$ cat src/rtl/uar_pkg.sv
// Shared constants and types of the asynchronous receive recovery block.
package uar_pkg;

  // ****************************************************************
  // Sampling geometry
  // ****************************************************************

  // Samples per bit in normal mode.
  localparam logic [4:0] UAR_SPB_NORMAL   = 5'h10;
  // Samples per bit in double-speed mode.
  localparam logic [4:0] UAR_SPB_DOUBLE   = 5'h08;
  // First voting sample in normal mode.
  localparam logic [4:0] UAR_FIRST_NORMAL = 5'h08;
  // First voting sample in double-speed mode.
  localparam logic [4:0] UAR_FIRST_DOUBLE = 5'h04;
  // Distance from the first to the last voting sample.
  localparam logic [4:0] UAR_VOTE_SPAN    = 5'h02;
  // Number of the first low sample of a start bit.
  localparam logic [4:0] UAR_SAMPLE_ONE   = 5'h01;

  // ****************************************************************
  // Frame geometry
  // ****************************************************************

  // Fewest data plus parity bits in a frame.
  localparam logic [3:0] UAR_FRAME_MIN    = 4'h5;
  // Most data plus parity bits in a frame.
  localparam logic [3:0] UAR_FRAME_MAX    = 4'ha;
  // Entries of the output buffer.
  localparam int         UAR_BUF_DEPTH    = 2;

  // ****************************************************************
  // Types
  // ****************************************************************

  // Receiver states.
  typedef enum logic [1:0] {
    UAR_IDLE,
    UAR_START,
    UAR_DATA,
    UAR_STOP
  } uar_state_t;

  // One received frame as it leaves the block.
  typedef struct packed {
    logic       frame_error;
    logic [9:0] data;
  } uar_word_t;

endpackage

$ cat src/rtl/uar_rx_recovery.sv
// Start-bit validation and majority-vote bit recovery of a serial receiver.
// Summary of operation
// - Sixteen samples per bit, eight in double speed.
// - Falling edge starts detection; first low sample one.
// - Start vote on samples 8-10, or 4-6.
// - Majority high start is noise; wait again.
// - Valid start realigns bit timing every frame.
// - Per-bit states sixteen or eight; index equals state.
// - Each bit takes majority of three centre samples.
// - Votes begin at sample 8 or 4.
// - Recover through first stop bit; ignore others.
// - Voted stop bit zero sets frame error.
// - Next falling edge accepted right after stop vote.
// - Frame holds five to ten data plus parity bits.
// - Clearing receiver enable abandons the frame at once.
`timescale 1ns/10ps
module uar_rx_recovery (
  input  wire logic            clk_sys_in,             // System clock, 250 MHz.
  input  wire logic            rstn_in,                // Asynchronous reset, active low.
  input  wire logic            clk_en_in,              // Freezes all state while low.
  input  wire logic            sample_tick_in,         // One pulse per receive sample.
  input  wire logic            double_speed_select_in, // High selects eight samples per bit.
  input  wire logic            receiver_enable_in,     // Low stops the receiver at once.
  input  wire logic            serial_receive_line_in, // Receive line, idle high.
  input  wire logic [3:0]      frame_bits_in,          // Data plus parity bits, 5 to 10.
  output logic                 rx_valid_out,           // A recovered frame is offered.
  input  wire logic            rx_ready_in,            // Consumer takes the frame.
  output uar_pkg::uar_word_t   rx_word_out,            // Oldest recovered frame.
  output logic                 frame_error_flag_out,   // Stop bit of offered frame read low.
  output logic                 overrun_out,            // Frame dropped, buffer full.
  output logic                 rx_busy_out             // A frame is in progress.
);
  import uar_pkg::*;

  // ****************************************************************
  // Declarations
  // ****************************************************************

  uar_state_t  state_reg;      // Current receiver state.
  uar_state_t  state_next;     // Next receiver state.
  logic [4:0]  cnt_reg;        // Sample number within the current bit.
  logic [4:0]  cnt_next;       // Next sample number.
  logic [3:0]  bit_idx_reg;    // Data or parity bit being recovered.
  logic [3:0]  bit_idx_next;   // Next bit index.
  logic [9:0]  shift_reg;      // Recovered bits, newest at the top.
  logic [9:0]  shift_next;     // Next shift contents.
  logic        armed_reg;      // Line seen high since the last frame.
  logic        armed_next;     // Next armed value.
  logic        v0_reg;         // First voting sample.
  logic        v1_reg;         // Second voting sample.
  logic        overrun_reg;    // Drop pulse register.
  logic        tick;           // Qualified sample pulse.
  logic [4:0]  spb;            // Samples per bit in the current mode.
  logic [4:0]  first;          // First voting sample number.
  logic [4:0]  last;           // Last voting sample number.
  logic        at_first;       // Sample is the first vote.
  logic        at_mid;         // Sample is the middle vote.
  logic        at_last;        // Sample is the last vote.
  logic        at_end;         // Sample is the last of the bit.
  logic        vote_now;       // Majority of the three voting samples.
  logic [3:0]  fbits;          // Frame size clamped to its legal range.
  logic        last_bit;       // Current data bit is the final one.
  logic        push_valid;     // A frame is handed to the buffer.
  logic        push_ready;     // Buffer has room.
  uar_word_t   push_word;      // Frame handed to the buffer.
  logic [10:0] buf_out;        // Raw buffer output.

  // ****************************************************************
  // Decoding
  // ****************************************************************

  // Samples are counted only on enabled ticks.
  assign tick     = clk_en_in & sample_tick_in & receiver_enable_in;
  // A mode change takes effect at the next tick; changing it inside a
  // frame can move the count past the window, so the mode should only
  // change while the receiver is idle.
  // Mode picks the bit length and the voting window.
  assign spb      = double_speed_select_in ? UAR_SPB_DOUBLE : UAR_SPB_NORMAL;
  assign first    = double_speed_select_in ? UAR_FIRST_DOUBLE : UAR_FIRST_NORMAL;
  assign last     = first + UAR_VOTE_SPAN;
  assign at_first = (cnt_reg == first);
  assign at_mid   = (cnt_reg == first + 5'h01);
  assign at_last  = (cnt_reg == last);
  assign at_end   = (cnt_reg == spb);
  // Two of three decides; the third sample is the live line.
  assign vote_now = (v0_reg & v1_reg) | (v0_reg & serial_receive_line_in)
                  | (v1_reg & serial_receive_line_in);
  // Out-of-range sizes are held to five or ten bits.
  assign fbits    = (frame_bits_in < UAR_FRAME_MIN) ? UAR_FRAME_MIN :
                    (frame_bits_in > UAR_FRAME_MAX) ? UAR_FRAME_MAX : frame_bits_in;
  assign last_bit = (bit_idx_reg == fbits - 4'h1);
  // The frame leaves at the stop-bit vote.
  assign push_valid = (state_reg == UAR_STOP) & tick & at_last;
  assign push_word.frame_error = ~vote_now;
  assign push_word.data        = shift_reg >> (UAR_FRAME_MAX - fbits);
  assign rx_busy_out = (state_reg != UAR_IDLE);
  assign overrun_out = overrun_reg;
  assign rx_word_out = uar_word_t'(buf_out);
  assign frame_error_flag_out = rx_valid_out & rx_word_out.frame_error;

  // ****************************************************************
  // Next-state logic
  // ****************************************************************

  // Walks start, data and stop bits one sample tick at a time.
  always_comb begin
    state_next   = state_reg;
    cnt_next     = cnt_reg;
    bit_idx_next = bit_idx_reg;
    shift_next   = shift_reg;
    armed_next   = armed_reg;
    if (tick) begin
      unique case (state_reg)
        UAR_IDLE: begin
          // A low sample that was not preceded by a high one is ignored.
          if (serial_receive_line_in) begin
            armed_next = 1'b1;
          end else if (armed_reg) begin
            // First low sample after high is sample one.
            state_next = UAR_START;
            cnt_next   = UAR_SAMPLE_ONE;
            armed_next = 1'b0;
          end
        end
        UAR_START: begin
          cnt_next = cnt_reg + 5'h01;
          // The count runs on through the vote; a low vote waits for the bit end.
          if (at_last && vote_now) begin
            // A high majority is a noise spike.
            state_next = UAR_IDLE;
          end else if (at_end) begin
            // Bit timing restarts from this start bit.
            state_next   = UAR_DATA;
            cnt_next     = UAR_SAMPLE_ONE;
            bit_idx_next = 4'h0;
          end
        end
        UAR_DATA: begin
          cnt_next = cnt_reg + 5'h01;
          if (at_last) begin
            // Bits arrive least significant first.
            shift_next = {vote_now, shift_reg[9:1]};
          end
          if (at_end) begin
            cnt_next = UAR_SAMPLE_ONE;
            if (last_bit) begin
              state_next = UAR_STOP;
            end else begin
              bit_idx_next = bit_idx_reg + 4'h1;
            end
          end
        end
        UAR_STOP: begin
          cnt_next = cnt_reg + 5'h01;
          if (at_last) begin
            // The buffer strobe pushes the word on this same tick.
            // Later stop bits are never looked at.
            state_next = UAR_IDLE;
            armed_next = vote_now;
          end
        end
      endcase
    end
  end

  // ****************************************************************
  // State registers
  // ****************************************************************

  // Disabling the receiver drops the frame and the arming.
  // The shift contents stay; the next frame overwrites them.
  always_ff @(posedge clk_sys_in or negedge rstn_in) begin
    if (!rstn_in) begin
      state_reg   <= UAR_IDLE;
      cnt_reg     <= '0;
      bit_idx_reg <= '0;
      shift_reg   <= '0;
      armed_reg   <= 1'b0;
    end else if (clk_en_in) begin
      if (!receiver_enable_in) begin
        state_reg   <= UAR_IDLE;
        cnt_reg     <= '0;
        bit_idx_reg <= '0;
        armed_reg   <= 1'b0;
      end else begin
        state_reg   <= state_next;
        cnt_reg     <= cnt_next;
        bit_idx_reg <= bit_idx_next;
        shift_reg   <= shift_next;
        armed_reg   <= armed_next;
      end
    end
  end

  // Holds the first two voting samples of each bit.
  // The third sample is never stored; the live line stands in for it.
  always_ff @(posedge clk_sys_in or negedge rstn_in) begin
    if (!rstn_in) begin
      v0_reg <= 1'b0;
      v1_reg <= 1'b0;
    end else if (tick) begin
      if (at_first) begin
        v0_reg <= serial_receive_line_in;
      end
      if (at_mid) begin
        v1_reg <= serial_receive_line_in;
      end
    end
  end

  // Flags a frame that found no room in the buffer.
  // The pulse lasts one cycle and the dropped frame is gone for good.
  always_ff @(posedge clk_sys_in or negedge rstn_in) begin
    if (!rstn_in) begin
      overrun_reg <= 1'b0;
    end else if (clk_en_in) begin
      overrun_reg <= push_valid & ~push_ready;
    end
  end

  // ****************************************************************
  // Output buffer
  // ****************************************************************

  // Two frames ride out a stalled consumer; disable flushes them.
  // A full buffer refuses the next frame instead of overwriting the oldest.
  uar_buf2 #(
    .W     ($bits(uar_word_t)),
    .DEPTH (UAR_BUF_DEPTH)
  ) u_buf (
    .clk_sys_in    (clk_sys_in),
    .rstn_in       (rstn_in),
    .clk_en_in     (clk_en_in),
    .flush_in      (~receiver_enable_in),
    .in_valid_in   (push_valid),
    .in_ready_out  (push_ready),
    .in_data_in    (push_word),
    .out_valid_out (rx_valid_out),
    .out_ready_in  (rx_ready_in),
    .out_data_out  (buf_out)
  );
endmodule

$ cat src/rtl/uar_buf2.sv
// Small flip-flop buffer with valid and ready on both sides.
`timescale 1ns/10ps
module uar_buf2 #(
  parameter int W     = 11,
  parameter int DEPTH = 2
) (
  input  wire logic         clk_sys_in,   // System clock.
  input  wire logic         rstn_in,      // Asynchronous reset, active low.
  input  wire logic         clk_en_in,    // Freezes all state while low.
  input  wire logic         flush_in,     // Empties the buffer.
  input  wire logic         in_valid_in,  // Word offered on the fill side.
  output logic              in_ready_out, // Room for a word.
  input  wire logic [W-1:0] in_data_in,   // Word on the fill side.
  output logic              out_valid_out,// Word available on the drain side.
  input  wire logic         out_ready_in, // Drain side takes the word.
  output logic [W-1:0]      out_data_out  // Oldest word.
);

  // ****************************************************************
  // Storage and pointers
  // ****************************************************************

  localparam int AW = (DEPTH > 1) ? $clog2(DEPTH) : 1;

  logic [W-1:0]  mem_reg [DEPTH];   // Entries, each a row of flip-flops.
  logic [AW-1:0] wr_ptr_reg;        // Next entry to fill.
  logic [AW-1:0] rd_ptr_reg;        // Oldest entry.
  logic [AW:0]   count_reg;         // Entries in use.
  logic [AW-1:0] wr_ptr_next;       // Write pointer after a push.
  logic [AW-1:0] rd_ptr_next;       // Read pointer after a pop.
  logic          push;              // A word enters.
  logic          pop;               // A word leaves.

  // Full and empty come straight from the count.
  assign in_ready_out  = (count_reg != (AW+1)'(DEPTH));
  assign out_valid_out = (count_reg != '0);
  assign out_data_out  = mem_reg[rd_ptr_reg];
  assign push          = in_valid_in & in_ready_out;
  assign pop           = out_valid_out & out_ready_in;
  assign wr_ptr_next   = (wr_ptr_reg == AW'(DEPTH - 1)) ? '0 : wr_ptr_reg + 1'b1;
  assign rd_ptr_next   = (rd_ptr_reg == AW'(DEPTH - 1)) ? '0 : rd_ptr_reg + 1'b1;

  // Each entry loads when the write pointer points at it.
  for (genvar i = 0; i < DEPTH; i++) begin : g_entry
    always_ff @(posedge clk_sys_in or negedge rstn_in) begin
      if (!rstn_in) begin
        mem_reg[i] <= '0;
      end else if (clk_en_in && push && !flush_in && wr_ptr_reg == AW'(i)) begin
        mem_reg[i] <= in_data_in;
      end
    end
  end

  // Pointers and count; a flush drops everything held.
  always_ff @(posedge clk_sys_in or negedge rstn_in) begin
    if (!rstn_in) begin
      wr_ptr_reg <= '0;
      rd_ptr_reg <= '0;
      count_reg  <= '0;
    end else if (clk_en_in) begin
      if (flush_in) begin
        wr_ptr_reg <= '0;
        rd_ptr_reg <= '0;
        count_reg  <= '0;
      end else begin
        if (push) begin
          wr_ptr_reg <= wr_ptr_next;
        end
        if (pop) begin
          rd_ptr_reg <= rd_ptr_next;
        end
        count_reg <= count_reg + {{AW{1'b0}}, push} - {{AW{1'b0}}, pop};
      end
    end
  end

endmodule

$ cat config.mk
export PLATFORM = sky130hd
export DESIGN_NAME = uar_rx_recovery
export DESIGN_NICKNAME = d
export VERILOG_FILES = /design/src/rtl/uar_pkg.sv /design/src/rtl/uar_rx_recovery.sv /design/src/rtl/uar_buf2.sv
export SDC_FILE = /design/constraint.sdc
export NUM_CORES = 1
export LEC_CHECK = 0
export ABC_AREA = 1
export BUFFER_PORTS_ARGS = -buffer_cell sky130_fd_sc_hd__buf_2
export CAP_MARGIN = 10
export CORE_ASPECT_RATIO = 1.5
export CORE_UTILIZATION = 40
export CTS_CLUSTER_SIZE = 40
export DETAILED_ROUTE_END_ITERATION = 12
export PLACE_DENSITY = 0.63
export SETUP_SLACK_MARGIN = 0.02
export SLEW_MARGIN = 30
export SYNTH_ARGS = -nofsm -noshare
export SYNTH_HDL_FRONTEND = slang
export SYNTH_HIERARCHICAL = 1
export SYNTH_SLANG_ARGS = --single-unit
$ cat constraint.sdc
create_clock -name clk_sys_in -period 4.2 [get_ports clk_sys_in]
set_input_delay 0.42 -clock clk_sys_in [delete_from_list [all_inputs] [get_ports clk_sys_in]]
set_output_delay 0.42 -clock clk_sys_in [all_outputs]
set_load 0.1 [all_outputs]
==> metrics.txt <==
Yosys top cell area share 37.97%; Synth Area in Adders 3.351%; Hold Vio Cnt, Final 0; DRT Wirelength 7377 µm; CTS buffer count 5; post_cts resized 0; WP data arrival 2960 ps; CP Max Fanout 29; period utilization 64.95%; share of layout cells above drive strength 1 12.81%; worst vdd ir 0.0002842 V; initial DRC count 197; Max Root-Sink Buffers 2; Worst Hold Class input port to async pin; maxcap violations 0; Crit. End Element register; Unique masters post-synth 37; critical path startpoint category input port; grt ovf 0; worst rel slew slack 56.34%; Compound-Gate Fraction of Synth Area 9.680%; sequential area share after synthesis 37.97%; GRT Util Overall 18.44%; # clock sinks 51; Final nets 505; largest family of logic cells by synthesized area simple AND/OR/NAND/NOR gates; hold buffer count at CTS 0; syn avg cell area 7.212 µm²; dpl hpwl 5340 µm; crit path kind input port to register; first-pass GRT wire length 13030 µm; vias 3008; Pwr Total 1366 µW; Largest register FFs 22; clk slew on worst S/H paths 70 ps; RSZ-0062 raised after global routing no; slowest CP cell ha_1; Clock Latency Late Sink 300 ps; syn_nets 487; CTS tree yes; Final ANT Viol Nets 0; post-route core utilization 45.34%; TritonRoute pass-1 iters 4; P&R area growth vs syn 8.712%; Cell Rows 40; number of antenna violations at the first check in global routing 0; I/O Pins 27; Crit path largest cell delay 570 ps; area leader, netlist dfrtp_1; Simple-Gate Fraction of Synth Area 37.34%; max-slew violations 0; wire per inst 12.52 µm; #FFs+latches synth 51; static leakage 0.001978 µW; final setup fails 0; Buffers on Ports 26; Root Buffer clkbuf_16; Antenna Cells 0; Worst Skew 12.31 ps; Core Footprint 8058 µm²; vias per cell 5.107; pwr dens 373.9 nW/µm²; cells after synthesis 466; Synthesis Warnings 6; Worst EP required 4440 ps; Remaining DRCs 0; Post-Synth XOR/XNOR Area 2.048%; Min Clock Period, post-route 2728 ps; Die ar. 8780 µm²; outcome complete, no violations; f_max 366.6 MHz; Starting Density 41.71%; top cells by area, synth dfrtp_1 38%, nand2_1 21%, nand3_1 5.1%; synthesized area 3361 µm²; setup bufs post-CTS 0; Placer Congestion 0.8927; post-synthesis mux area share 0%; setup TNS 0 ps; Buf/Inv on CP 4; Worst path top cell family by delay simple AND/OR/NAND/NOR gates; Die X 76.84 µm; largest net degree at the start of global routing 52; Slew @ Worst Pin 655.0 ps; CP Cell Sequence buf_2 > inv_1 > nand2_1 > nand2_2 > nand2_2 > nand2_2 > inv_1 > ha_1 > inv_1 > nor4_1 > nand4_1 > nand2_1; H-tree depth 2; vias in the first global route 2925; Die Y 114.3 µm
==> path summary, 6_finish.rpt <==
check | startpoint | endpoint | slack (ps) | depth (start not counted)
max in group asynchronous | rstn_in | u_buf/mem_reg[11]$_DFFE_PN0P_ | 3520 | 2
hold reg to reg | u_buf/mem_reg[16]$_DFFE_PN0P_ | u_buf/mem_reg[16]$_DFFE_PN0P_ | 470 | 2
setup reg to reg | cnt_reg[0]$_DFFE_PN0P_ | u_buf/count_reg[0]$_DFFE_PN0P_ | 1570 | 17
min in group clk_sys_in | receiver_enable_in | cnt_reg[0]$_DFFE_PN0P_ | 450 | 3
setup / recovery | frame_bits_in[2] | u_buf/mem_reg[9]$_DFFE_PN0P_ | 1470 | 12
hold / removal | rstn_in | shift_reg[2]$_DFFE_PN0P_ | 230 | 2
==> layout make-up <==
| type | count | area (µm²) |
|---|---|---|
| clock buffer | 6 | 138.9 |
| clock inverter | 1 | 5.005 |
| fill | 862 | 4404 |
| inverter | 52 | 195.2 |
| multi-input combinational | 346 | 1762 |
| sequential | 51 | 1276 |
| tap | 105 | 131.4 |
| timing repair buffer | 28 | 145.1 |
==> metrics by stage <==
stage	hold slack (ps)	worst slack [ps]	cells	cell area, µm²
after floorplan	124.4	1587	466	3361
after global placement	455.3	1423	582	3510
after detailed placement	458.4	1250	582	3510
after CTS	272.8	1533	589	3654
after global routing	322.7	1224	589	3654
final	234.9	1472	589	3654
==> power by group <==
| group | switching (µW) | internal, µW |
|---|---|---|
| registers | 43.2 | 520 |
| logic | 286 | 110 |
| clock network | 174 | 233 |
==> per-layer routing <==
metal | track usage (%) | vias to the layer above | wire length [µm] | part of all wire (%)
li1 | - | 1549 | - | -
met1 | 20.17 | 1393 | 3177 | 43
met2 | 34.58 | 53 | 3810 | 52
met3 | 3.108 | 13 | 230 | 3.1
met4 | 7.949 | 0 | 159 | 2.2
met5 | 0 | - | 0 | 0
==> cell families after synthesis <==
kind of cell / Yosys count
AOI/OAI and AO/OA: 46
buffers and inverters: 69
xor gates and xnor gates: 7
and+or+nand+nor: 284
DFF: 51
adders and majority gates: 9
==> cell usage in the layout (no fill, tap or decap), types with 2 or more instances in the layout <==
master     instances
o22ai_1            4
o21ai_0           12
dfrtp_1           51
inv_1             45
buf_2             26
nand2_2            5
a31oi_1            2
o21ai_1            3
buf_4              2
inv_2              7
xnor2_1            2
a21oi_1            7
nand4_1           26
o211ai_1           6
ha_1               9
nor2_1            22
xor2_1             4
nand3b_1           2
nor3_1             4
nand2_1          184
nand3_1           34
o211ai_2           6
o21a_1             2
clkbuf_16          5
==> cells in the mapped netlist, drive strengths merged <==
cell type  count
ha             9
a21oi          9
clkbuf         5
o22ai          4
or2            1
inv           52
nor3           4
nand3         35
xnor2          2
nor4           1
dfrtp         51
o21a           2
xor2           5
o21ai         16
nand4         28
o221ai         1
o211ai        12
nand3b         2
nand2        189
buf           12
nor2          24
a31oi          2
Power figures use the tool's default switching activity.
